==> src/verilog/dns_cfg.svh <==
`ifndef DNS_CFG_SVH
`define DNS_CFG_SVH

// ----------------------------------------
// Register offsets (byte addresses)
// ----------------------------------------
`define DNS_OFF_CTRL   12'h000
`define DNS_OFF_SEL    12'h004
`define DNS_OFF_RDIV   12'h008
`define DNS_OFF_STAT   12'h00c
`define DNS_OFF_FREQA  12'h010
`define DNS_OFF_FREQB  12'h020
`define DNS_OFF_PHA    12'h030
`define DNS_OFF_PHB    12'h040
`define DNS_OFF_END    12'h050

// ----------------------------------------
// Control field positions
// ----------------------------------------
`define DNS_CTRL_HOP_SRC  0
`define DNS_CTRL_ILA      1
`define DNS_CTRL_ARM      2
`define DNS_CTRL_LINK     3
`define DNS_CTRL_BYP      4
`define DNS_CTRL_DEC_LO   5
`define DNS_CTRL_DEC_HI   6
`define DNS_CTRL_ENC64    7

// ----------------------------------------
// Reset values and numeric constants
// ----------------------------------------
`define DNS_CTRL_RST      8'h00
`define DNS_RDIV_STEP     22'h000040
`define DNS_SAMPLE_W      12
`define DNS_MIX_W         16
`define DNS_OUT_W         15
`define DNS_CLK_PERIOD_NS 100

`endif

==> src/verilog/dns_pkg.sv <==
package dns_pkg;

  typedef enum logic [1:0] {
    DNS_ST_IDLE  = 2'b01,
    DNS_ST_ARMED = 2'b10
  } dns_sync_st_t;

  typedef enum logic [1:0] {
    DNS_DEC4  = 2'h0,
    DNS_DEC8  = 2'h1,
    DNS_DEC16 = 2'h2,
    DNS_DEC32 = 2'h3
  } dns_dec_t;

endpackage

==> src/verilog/dns_ddc_top.sv <==
// Chosen here: the APB interface to the registers and the address map.
`timescale 1ns/1ps
`include "dns_cfg.svh"

// What this block does
// - Four free-running accumulators per channel
// - Hop source one selects from pins
// - Hop source zero selects register field
// - Select bits form binary oscillator index
// - Separate frequency and phase word each
// - Divider zero adds frequency word each clock
// - Frequency word wraps modulo two to 32
// - Frequency rewrite needs new synchronisation
// - Nonzero divider gives exact rational frequency
// - Phase offset added in upper half
// - SYNC low arms, SYNC rise synchronises
// - SYNC synchronisation honoured in 64b66b
// - DC SYSREF: armed, next pulse synchronises
// - AC SYSREF: next rising edge after arm
// - Arm acts at write completion edge
// - Linear-phase complex filters, 15-bit output
// - Decimation by 4, 8, 16, 32
// - Bypass passes real 12-bit samples
// - Stop-band and alias-protected bandwidth targets; the boxcar filters fall short of them
// - Hop pins resynchronised before use
// - Real sample mixed with complex exponential
module dns_ddc_top import dns_pkg::*; #(
  parameter int SW = `DNS_SAMPLE_W,
  parameter int MW = `DNS_MIX_W,
  parameter int OW = `DNS_OUT_W
) (
  input  wire logic                 pclk,
  input  wire logic                 presetn,
  input  wire logic                 psel,
  input  wire logic                 penable,
  input  wire logic                 pwrite,
  input  wire logic [11:0]          paddr,
  input  wire logic [31:0]          pwdata,
  output logic [31:0]               prdata,
  output logic                      pready,
  output logic                      pslverr,
  input  wire logic [1:0]           chan_a_hop_select_pins,
  input  wire logic [1:0]           chan_b_hop_select_pins,
  input  wire logic                 single_ended_sync_pin,
  input  wire logic                 sysref_pin,
  input  wire logic signed [SW-1:0] adc_sample_a,
  input  wire logic signed [SW-1:0] adc_sample_b,
  output logic signed [OW-1:0]      out_a_i,
  output logic signed [OW-1:0]      out_a_q,
  output logic                      out_a_valid,
  output logic signed [OW-1:0]      out_b_i,
  output logic signed [OW-1:0]      out_b_q,
  output logic                      out_b_valid,
  output logic                      cgs_start,
  output logic                      nco_sync_event
);

  // ----------------------------------------
  // State
  // ----------------------------------------
  typedef struct packed {
    logic                 hop_source_select;
    logic                 link_init_sync_enable;
    logic                 next_sysref_sync_arm;
    logic                 link_enable;
    logic                 bypass;
    dns_dec_t             dec_sel;
    logic                 enc64;
    logic [1:0]           chan_a_osc_select_field;
    logic [1:0]           chan_b_osc_select_field;
    logic [15:0]          rational_divider;
    logic [3:0][31:0]     chan_a_freq_word;
    logic [3:0][31:0]     chan_b_freq_word;
    logic [3:0][15:0]     chan_a_phase_offset;
    logic [3:0][15:0]     chan_b_phase_offset;
    logic [3:0]           hop_s1;
    logic [3:0]           hop_s2;
    logic [3:0]           hop_s3;
    logic [3:0]           hop_lvl;
    logic [1:0]           pin_s1;
    logic [1:0]           pin_s2;
    logic [1:0]           pin_s3;
    logic [1:0]           pin_lvl;
    dns_sync_st_t         st;
    logic                 sync_pulse;
    logic                 cgs;
    logic [7:0]           sync_count;
    logic [31:0]          prdata;
    logic                 pready;
    logic                 pslverr;
    logic signed [OW-1:0] ai;
    logic signed [OW-1:0] aq;
    logic                 av;
    logic signed [OW-1:0] bi;
    logic signed [OW-1:0] bq;
    logic                 bv;
  } dns_top_st_t;

  dns_top_st_t r;
  dns_top_st_t n;

  logic signed [MW-1:0] mix_a_i;
  logic signed [MW-1:0] mix_a_q;
  logic signed [MW-1:0] mix_b_i;
  logic signed [MW-1:0] mix_b_q;
  logic signed [OW-1:0] dec_a_i;
  logic signed [OW-1:0] dec_a_q;
  logic                 dec_a_v;
  logic signed [OW-1:0] dec_b_i;
  logic signed [OW-1:0] dec_b_q;
  logic                 dec_b_v;
  logic [1:0]           sel_a;
  logic [1:0]           sel_b;
  logic [2:0]           dec_log2;

  // ----------------------------------------
  // Helpers
  // ----------------------------------------
  function automatic logic addr_hit(input logic [11:0] a);
    addr_hit = (a[1:0] == 2'b00) && (a < `DNS_OFF_END);
  endfunction

  function automatic logic in_bank(input logic [11:0] a, input logic [11:0] base);
    in_bank = (a[11:4] == base[11:4]);
  endfunction

  // ----------------------------------------
  // Oscillator selection
  // ----------------------------------------
  // Pins only reach the mux after the resynchroniser, never raw
  assign sel_a = r.hop_source_select ? r.hop_lvl[1:0] : r.chan_a_osc_select_field;
  assign sel_b = r.hop_source_select ? r.hop_lvl[3:2] : r.chan_b_osc_select_field;
  assign dec_log2 = 3'(r.dec_sel) + 3'h2;

  // ----------------------------------------
  // Next state
  // ----------------------------------------
  always_comb begin
    logic        sync_rise;
    logic        sync_fall;
    logic        sysref_rise;
    logic        fire;
    logic        acc_ph;
    logic        wr;
    logic [1:0]  idx;
    logic [31:0] rd;
    sync_rise   = 1'b0;
    sync_fall   = 1'b0;
    sysref_rise = 1'b0;
    fire        = 1'b0;
    acc_ph      = psel & penable;
    wr          = acc_ph & r.pready & pwrite & addr_hit(paddr);
    idx         = paddr[3:2];
    rd          = 32'h00000000;
    n           = r;
    n.pready    = 1'b0;
    n.pslverr   = 1'b0;
    n.sync_pulse = 1'b0;
    n.cgs       = 1'b0;

    // Three-stage resynchronisers; a change counts once stages two and three agree
    n.hop_s1 = {chan_b_hop_select_pins, chan_a_hop_select_pins};
    n.hop_s2 = r.hop_s1;
    n.hop_s3 = r.hop_s2;
    for (int k = 0; k < 4; k++) begin
      if (r.hop_s2[k] == r.hop_s3[k]) begin
        n.hop_lvl[k] = r.hop_s3[k];
      end
    end
    n.pin_s1 = {sysref_pin, single_ended_sync_pin};
    n.pin_s2 = r.pin_s1;
    n.pin_s3 = r.pin_s2;
    for (int k = 0; k < 2; k++) begin
      if (r.pin_s2[k] == r.pin_s3[k]) begin
        n.pin_lvl[k] = r.pin_s3[k];
      end
    end
    sync_rise   = n.pin_lvl[0] & ~r.pin_lvl[0];
    sync_fall   = ~n.pin_lvl[0] & r.pin_lvl[0];
    sysref_rise = n.pin_lvl[1] & ~r.pin_lvl[1];

    // ----------------------------------------
    // SYNC-based synchronisation
    // ----------------------------------------
    // Arming works in both encodings; only 8b/10b also starts code group sync
    unique case (r.st)
      DNS_ST_IDLE: begin
        if (r.link_init_sync_enable && r.link_enable && sync_fall) begin
          n.st  = DNS_ST_ARMED;
          n.cgs = ~r.enc64;
        end
      end
      DNS_ST_ARMED: begin
        if (!(r.link_init_sync_enable && r.link_enable)) begin
          n.st = DNS_ST_IDLE;
        end else if (sync_rise) begin
          n.st = DNS_ST_IDLE;
          fire = 1'b1;
        end
      end
      default: n.st = DNS_ST_IDLE;
    endcase

    // ----------------------------------------
    // SYSREF-based synchronisation
    // ----------------------------------------
    // Only an edge after the arm write counts; a level already high is no edge
    if (r.next_sysref_sync_arm && sysref_rise) begin
      fire                   = 1'b1;
      n.next_sysref_sync_arm = 1'b0;
    end

    if (fire) begin
      n.sync_pulse = 1'b1;
      n.sync_count = r.sync_count + 8'h01;
    end

    // ----------------------------------------
    // APB read data
    // ----------------------------------------
    if (in_bank(paddr, `DNS_OFF_CTRL)) begin
      unique case (idx)
        2'h0: rd = {24'h000000, r.enc64, r.dec_sel, r.bypass, r.link_enable,
                    r.next_sysref_sync_arm, r.link_init_sync_enable,
                    r.hop_source_select};
        2'h1: rd = {28'h0000000, r.chan_b_osc_select_field,
                    r.chan_a_osc_select_field};
        2'h2: rd = {16'h0000, r.rational_divider};
        2'h3: rd = {16'h0000, r.sync_count, 2'b00, r.st == DNS_ST_ARMED,
                    r.next_sysref_sync_arm, sel_b, sel_a};
      endcase
    end else if (in_bank(paddr, `DNS_OFF_FREQA)) begin
      rd = r.chan_a_freq_word[idx];
    end else if (in_bank(paddr, `DNS_OFF_FREQB)) begin
      rd = r.chan_b_freq_word[idx];
    end else if (in_bank(paddr, `DNS_OFF_PHA)) begin
      rd = {16'h0000, r.chan_a_phase_offset[idx]};
    end else if (in_bank(paddr, `DNS_OFF_PHB)) begin
      rd = {16'h0000, r.chan_b_phase_offset[idx]};
    end

    // One wait state: answer registered in the first access cycle
    if (acc_ph && !r.pready) begin
      n.pready  = 1'b1;
      n.pslverr = ~addr_hit(paddr);
      n.prdata  = (pwrite || !addr_hit(paddr)) ? 32'h00000000 : rd;
    end

    // ----------------------------------------
    // APB writes, at the completing edge
    // ----------------------------------------
    if (wr) begin
      if (in_bank(paddr, `DNS_OFF_CTRL)) begin
        unique case (idx)
          2'h0: begin
            n.hop_source_select     = pwdata[`DNS_CTRL_HOP_SRC];
            n.link_init_sync_enable = pwdata[`DNS_CTRL_ILA];
            // Written value applies at this edge; a set beats the auto-clear
            n.next_sysref_sync_arm  = pwdata[`DNS_CTRL_ARM];
            n.link_enable           = pwdata[`DNS_CTRL_LINK];
            n.bypass                = pwdata[`DNS_CTRL_BYP];
            n.dec_sel = dns_dec_t'(pwdata[`DNS_CTRL_DEC_HI:`DNS_CTRL_DEC_LO]);
            n.enc64                 = pwdata[`DNS_CTRL_ENC64];
          end
          2'h1: begin
            n.chan_a_osc_select_field = pwdata[1:0];
            n.chan_b_osc_select_field = pwdata[3:2];
          end
          2'h2: n.rational_divider = pwdata[15:0];
          2'h3: ;
        endcase
      end else if (in_bank(paddr, `DNS_OFF_FREQA)) begin
        // Phase is left running; only a later sync makes it deterministic
        n.chan_a_freq_word[idx] = pwdata;
      end else if (in_bank(paddr, `DNS_OFF_FREQB)) begin
        n.chan_b_freq_word[idx] = pwdata;
      end else if (in_bank(paddr, `DNS_OFF_PHA)) begin
        n.chan_a_phase_offset[idx] = pwdata[15:0];
      end else if (in_bank(paddr, `DNS_OFF_PHB)) begin
        n.chan_b_phase_offset[idx] = pwdata[15:0];
      end
    end

    // ----------------------------------------
    // Output stage
    // ----------------------------------------
    if (r.bypass) begin
      n.ai = OW'(adc_sample_a);
      n.aq = '0;
      n.av = 1'b1;
      n.bi = OW'(adc_sample_b);
      n.bq = '0;
      n.bv = 1'b1;
    end else begin
      n.av = dec_a_v;
      n.bv = dec_b_v;
      if (dec_a_v) begin
        n.ai = dec_a_i;
        n.aq = dec_a_q;
      end
      if (dec_b_v) begin
        n.bi = dec_b_i;
        n.bq = dec_b_q;
      end
    end
  end

  // ----------------------------------------
  // Registers
  // ----------------------------------------
  always_ff @(posedge pclk or negedge presetn) begin
    if (!presetn) begin
      r    <= '0;
      r.st <= DNS_ST_IDLE;
    end else begin
      r <= n;
    end
  end

  // ----------------------------------------
  // Datapath
  // ----------------------------------------
  dns_nco_chan #(.SW(SW), .MW(MW)) u_nco_a (
    .pclk             (pclk),
    .presetn          (presetn),
    .freq_word        (r.chan_a_freq_word),
    .phase_offset     (r.chan_a_phase_offset),
    .rational_divider (r.rational_divider),
    .osc_sel          (sel_a),
    .sync_pulse       (r.sync_pulse),
    .sample_in        (adc_sample_a),
    .mix_i            (mix_a_i),
    .mix_q            (mix_a_q)
  );

  dns_nco_chan #(.SW(SW), .MW(MW)) u_nco_b (
    .pclk             (pclk),
    .presetn          (presetn),
    .freq_word        (r.chan_b_freq_word),
    .phase_offset     (r.chan_b_phase_offset),
    .rational_divider (r.rational_divider),
    .osc_sel          (sel_b),
    .sync_pulse       (r.sync_pulse),
    .sample_in        (adc_sample_b),
    .mix_i            (mix_b_i),
    .mix_q            (mix_b_q)
  );

  // Boxcar decimators fall well short of deep stop-band targets
  dns_decim #(.IW(MW), .OW(OW)) u_dec_a (
    .pclk       (pclk),
    .presetn    (presetn),
    .dec_log2   (dec_log2),
    .din_i      (mix_a_i),
    .din_q      (mix_a_q),
    .dout_i     (dec_a_i),
    .dout_q     (dec_a_q),
    .dout_valid (dec_a_v)
  );

  dns_decim #(.IW(MW), .OW(OW)) u_dec_b (
    .pclk       (pclk),
    .presetn    (presetn),
    .dec_log2   (dec_log2),
    .din_i      (mix_b_i),
    .din_q      (mix_b_q),
    .dout_i     (dec_b_i),
    .dout_q     (dec_b_q),
    .dout_valid (dec_b_v)
  );

  assign prdata         = r.prdata;
  assign pready         = r.pready;
  assign pslverr        = r.pslverr;
  assign out_a_i        = r.ai;
  assign out_a_q        = r.aq;
  assign out_a_valid    = r.av;
  assign out_b_i        = r.bi;
  assign out_b_q        = r.bq;
  assign out_b_valid    = r.bv;
  assign cgs_start      = r.cgs;
  assign nco_sync_event = r.sync_pulse;

endmodule // dns_ddc_top

==> src/verilog/dns_nco_chan.sv <==
`timescale 1ns/1ps
`include "dns_cfg.svh"

module dns_nco_chan import dns_pkg::*; #(
  parameter int SW = `DNS_SAMPLE_W,
  parameter int MW = `DNS_MIX_W
) (
  input  wire logic                  pclk,
  input  wire logic                  presetn,
  input  wire logic [3:0][31:0]      freq_word,
  input  wire logic [3:0][15:0]      phase_offset,
  input  wire logic [15:0]           rational_divider,
  input  wire logic [1:0]            osc_sel,
  input  wire logic                  sync_pulse,
  input  wire logic signed [SW-1:0]  sample_in,
  output logic signed [MW-1:0]       mix_i,
  output logic signed [MW-1:0]       mix_q
);

  typedef struct packed {
    logic [3:0][31:0]      acc;
    logic [21:0]           modcnt;
    logic signed [MW-1:0]  mi;
    logic signed [MW-1:0]  mq;
  } dns_nco_st_t;

  dns_nco_st_t r;
  dns_nco_st_t n;

  // Quarter-wave table keeps the lookup small; 6 phase bits limit spur level
  function automatic logic signed [11:0] sin_lut(input logic [5:0] ph);
    logic [3:0]  idx;
    logic [10:0] mag;
    idx = ph[4] ? ~ph[3:0] : ph[3:0];
    unique case (idx)
      4'h0: mag = 11'h064;  4'h1: mag = 11'h12c;  4'h2: mag = 11'h1f1;
      4'h3: mag = 11'h2b2;  4'h4: mag = 11'h36b;  4'h5: mag = 11'h41c;
      4'h6: mag = 11'h4c3;  4'h7: mag = 11'h55f;  4'h8: mag = 11'h5ed;
      4'h9: mag = 11'h66c;  4'ha: mag = 11'h6dc;  4'hb: mag = 11'h73b;
      4'hc: mag = 11'h787;  4'hd: mag = 11'h7c2;  4'he: mag = 11'h7e9;
      4'hf: mag = 11'h7fd;
    endcase
    sin_lut = ph[5] ? -$signed({1'b0, mag}) : $signed({1'b0, mag});
  endfunction

  always_comb begin
    logic [21:0]          last;
    logic [31:0]          ph;
    logic signed [23:0]   pi_full;
    logic signed [23:0]   pq_full;
    last    = 22'(rational_divider) * `DNS_RDIV_STEP - 22'h000001;
    n       = r;
    n.modcnt = (r.modcnt >= last) ? 22'h000000 : r.modcnt + 22'h000001;
    for (int k = 0; k < 4; k++) begin
      if (sync_pulse) begin
        n.acc[k] = 32'h00000000;
      end else if (rational_divider != 16'h0000 && r.modcnt >= last) begin
        n.acc[k] = 32'h00000000;
      end else begin
        n.acc[k] = r.acc[k] + freq_word[k];
      end
    end
    if (sync_pulse) begin
      n.modcnt = 22'h000000;
    end
    ph      = r.acc[osc_sel] + {phase_offset[osc_sel], 16'h0000};
    pi_full = sample_in * sin_lut(ph[31:26] + 6'h10);
    pq_full = -(sample_in * sin_lut(ph[31:26]));
    n.mi    = pi_full[22:23-MW];
    n.mq    = pq_full[22:23-MW];
  end

  always_ff @(posedge pclk or negedge presetn) begin
    if (!presetn) begin
      r <= '0;
    end else begin
      r <= n;
    end
  end

  assign mix_i = r.mi;
  assign mix_q = r.mq;

endmodule // dns_nco_chan

==> src/verilog/dns_decim.sv <==
`timescale 1ns/1ps
`include "dns_cfg.svh"

module dns_decim #(
  parameter int IW = `DNS_MIX_W,
  parameter int OW = `DNS_OUT_W
) (
  input  wire logic                 pclk,
  input  wire logic                 presetn,
  input  wire logic [2:0]           dec_log2,
  input  wire logic signed [IW-1:0] din_i,
  input  wire logic signed [IW-1:0] din_q,
  output logic signed [OW-1:0]      dout_i,
  output logic signed [OW-1:0]      dout_q,
  output logic                      dout_valid
);

  typedef struct packed {
    logic signed [IW+4:0] si;
    logic signed [IW+4:0] sq;
    logic [4:0]           cnt;
    logic signed [OW-1:0] oi;
    logic signed [OW-1:0] oq;
    logic                 ov;
  } dns_dec_st_t;

  dns_dec_st_t r;
  dns_dec_st_t n;

  // Boxcar sum and dump: symmetric taps, so the phase stays linear
  always_comb begin
    logic [4:0]           last;
    logic signed [IW+4:0] ti;
    logic signed [IW+4:0] tq;
    logic signed [IW+4:0] ai;
    logic signed [IW+4:0] aq;
    last = 5'((6'h01 << dec_log2) - 6'h01);
    ti   = r.si + (IW+5)'(din_i);
    tq   = r.sq + (IW+5)'(din_q);
    ai   = ti >>> dec_log2;
    aq   = tq >>> dec_log2;
    n    = r;
    n.ov = 1'b0;
    if (r.cnt >= last) begin
      n.cnt = 5'h00;
      n.si  = '0;
      n.sq  = '0;
      n.oi  = ai[IW-1:IW-OW];
      n.oq  = aq[IW-1:IW-OW];
      n.ov  = 1'b1;
    end else begin
      n.cnt = r.cnt + 5'h01;
      n.si  = ti;
      n.sq  = tq;
    end
  end

  always_ff @(posedge pclk or negedge presetn) begin
    if (!presetn) begin
      r <= '0;
    end else begin
      r <= n;
    end
  end

  assign dout_i     = r.oi;
  assign dout_q     = r.oq;
  assign dout_valid = r.ov;

endmodule // dns_decim

==> config.mk <==
export PLATFORM = sky130hd
export DESIGN_NAME = dns_ddc_top
export DESIGN_NICKNAME = d
export VERILOG_FILES = /design/src/verilog/dns_pkg.sv /design/src/verilog/dns_ddc_top.sv /design/src/verilog/dns_nco_chan.sv /design/src/verilog/dns_decim.sv
export VERILOG_INCLUDE_DIRS = /design/src /design/src/verilog
export SDC_FILE = /design/constraint.sdc
export NUM_CORES = 2
export LEC_CHECK = 0
export ABC_CLOCK_PERIOD_IN_PS = 31000
export BUFFER_PORTS_ARGS = -buffer_cell sky130_fd_sc_hd__buf_2
export CAP_MARGIN = 20
export CORE_MARGIN = 2
export CORE_UTILIZATION = 45
export CTS_CLUSTER_SIZE = 12
export DETAILED_ROUTE_END_ITERATION = 12
export PLACE_DENSITY = 0.59
export SYNTH_ARGS = -nofsm -noshare
export SYNTH_HDL_FRONTEND = slang
export SYNTH_SLANG_ARGS = --single-unit
==> constraint.sdc <==
create_clock -name pclk -period 31 [get_ports pclk]
set_clock_uncertainty 0.15 [all_clocks]
set_input_delay 1.55 -clock pclk [delete_from_list [all_inputs] [get_ports pclk]]
set_output_delay 1.55 -clock pclk [all_outputs]
set_load 0.02 [all_outputs]
==> results.json <==
{
  "status": "finished, final reports clean",
  "min_path_type": "register to register",
  "cts-root-buf": "clkbuf_16",
  "grt_pass1_wl_um": 362000,
  "max_freq_mhz": 75.9,
  "finalCriticalPeriod_ns": 13.18,
  "grt_util_all_layers": 0.250,
  "cpPeakStageDelay_ns": 0.87,
  "top_layer_used": "met5",
  "syn_area_um2": 83000,
  "gr-total-overflow": 0,
  "cp_slowest_cell": "a21oi_1",
  "rsz0062_at_grt": "false",
  "crit_arrival_ns": 13.76,
  "postCtsSetupRepairBufs": 0,
  "yosys_warnings": 0,
  "synth_top_cell_by_area": "dfrtp_1",
  "synth-async-reset-ratio": 1.00,
  "grt_max_degree": 170,
  "numPortBuffers": 176,
  "cts_max_level": 4,
  "cts_buffers": 130,
  "synth_top_area_frac": 0.321,
  "rows": 157,
  "gp_congestion": 0.928,
  "viasPerCell": 5.57,
  "setup_viol": 0,
  "hold_ws_ns": 0.197,
  "wire_per_inst_um": 21.7,
  "total_power_mw": 6.32,
  "ys_types": 97,
  "drtIter0Drc": 3855,
  "placed_area_um2": 85900,
  "avgSynthCellArea_um2": 10.2,
  "crit_top_cell": "a21oi_1",
  "die_w_um": 433,
  "insertion_delay_ns": 0.82,
  "nNetsFinal": 9394,
  "cts_buffer_depth": 3,
  "cts-resized-gates": 0,
  "cp-end-kind": "register",
  "met1_length_um": 99900,
  "startpoint_type": "register",
  "synth_common_cells": "dfrtp_1, nor2_1, inv_1",
  "ys_ff_latch": 1064,
  "dr.pass1.iters": 6,
  "cts_tree": "done",
  "seq_area_frac_synth": 0.321,
  "drt_wl_total_um": 231000,
  "powerDensity_nw_per_um2": 69.9,
  "critPathKind": "register to register",
  "core_area_um2": 183000,
  "critPathMaxFanout": 34,
  "setup_tns_ns": 0,
  "antenna_found_initial": 9,
  "hold_viol": 0,
  "hpwlAfterDp_um": 172000,
  "drc_errors": 0,
  "drt.antenna.violating_nets": 0,
  "die_h_um": 433,
  "worstMarginPinSlew_ns": 1.14,
  "stdcell_area_um2": 90300,
  "clock-sinks": 1064,
  "fin_crit_sh": 0.425,
  "synth-main-ff-cell": "dfrtp_1",
  "report.final.slew_viol_count": 0,
  "syn_inst": 8117,
  "drv_cap": 0,
  "drive_gt1_frac": 0.142,
  "synth.area.top_cells": "dfrtp_1, fa_1, ha_1",
  "start_util": 0.453,
  "slew_headroom": 0.242,
  "yosysMostFrequentCell": "dfrtp_1",
  "area_growth_syn_to_layout_pct": 8.89,
  "wl_met2_um": 110000,
  "io_pins": 177,
  "clkTransAtPathRegs_ns": 0.06,
  "die_area_um2": 188000,
  "wl_met3_um": 10800,
  "worstPathRequired_ns": 31.57,
  "peakVddDrop_mv": 0.0715,
  "synth_edf_count": 0,
  "leakagePower_nw": 44.2,
  "first_global_vias": 61100,
  "ctsHoldBuffers": 0,
  "via_count": 59500
}
-- metal layers --
layer	track usage	up-vias
met3	0.0340	358
met2	0.411	1373
met5	0	-
met1	0.330	30200
li1	-	27500
met4	0.109	10
-- path summary, 6_finish.rpt --
check                              from                end  slack (ns)  depth (start not counted)
worst max-delay path             r[543]  u_nco_b.mix_i[15]       17.82                         45
worst min-delay path             n[112]             n[110]        0.20                          0
worst max register to register   r[543]  u_nco_b.mix_i[15]       17.82                         45
worst min register to register   n[112]             n[110]        0.20                          0
max in group asynchronous       presetn          async pin       25.37                          6
min in group asynchronous       presetn      u_dec_b.r[58]        0.60                          1
-- cell usage in the layout, fill, tap and decap left out, types with 18 or more instances in the layout --
cell type  count
dfrtp_1     1058
nor2_1       761
inv_1        740
ha_1         676
fa_1         532
nand2_1      528
mux2_2       442
a21oi_1      399
xnor2_1      307
and2_1       295
o21ai_0      286
xor2_1       180
buf_2        174
mux4_2       156
clkbuf_16    132
a21o_1       121
nor3_1       117
nor2b_1      116
nand3_1      110
mux2i_1      101
buf_4         89
o21bai_1      73
nand2b_1      66
o21a_1        58
a211oi_1      53
and3_1        50
a22o_1        48
a31oi_1       46
o211ai_1      34
clkbuf_1      29
nand4_1       26
clkbuf_8      24
or2_2         23
or3_1         20
clkinv_2      20
nor4_1        19
o31ai_1       18
a21boi_0      18
-- through the flow --
| stage | utilization | worst slack (ns) | std cells |
|---|---|---|---|
| final | 0.493 | 17.82 | 10700 |
| after global routing | 0.493 | 16.63 | 10700 |
| after CTS | 0.493 | 17.58 | 10700 |
| after detailed placement | 0.469 | 17.63 | 10400 |
| after global placement | 0.469 | 17.92 | 10400 |
| after floorplan | - | 19.56 | 8118 |
-- cell families after synthesis --
group / Yosys count / synth area share
other cells: 1 / 0.0000452
compound gates: 1304 / 0.100
simple gates: 2179 / 0.123
fa+ha+maj: 1214 / 0.231
mux: 703 / 0.115
buf+inv: 1157 / 0.0567
xor+xnor: 495 / 0.0528
flops: 1064 / 0.321
-- layout make-up --
type / instances / area, um^2
Multi-Input combinational cell: 5897 / 51800
Clock inverter: 50 / 631
Fill cell: 16800 / 92700
Tap cell: 2464 / 3080
Inverter: 744 / 2790
Clock buffer: 185 / 3740
Sequential cell: 1064 / 26600
Timing Repair Buffer: 270 / 1670
Antenna cell: 3 / 7.51
-- power by group --
group	total [mW]	internal (mW)	switching (mW)
Sequential	1.77	1.64	0.136
Clock	1.57	0.911	0.661
Combinational	2.97	1.29	1.68
-- critical path: cells and delay by family, from the launching register on --
| family | cells | cell delay [ns] |
|---|---|---|
| AO/OA/AOI/OAI | 19 | 5.09 |
| adder cells (fa/ha/maj) | 9 | 3.68 |
| buffers and inverters | 8 | 1.33 |
| multiplexers | 2 | 0.89 |
| XOR/XNOR | 3 | 0.79 |
| flip-flops | 1 | 0.67 |
| AND/OR/NAND/NOR | 4 | 0.44 |
(Power assumes the default switching activity.)
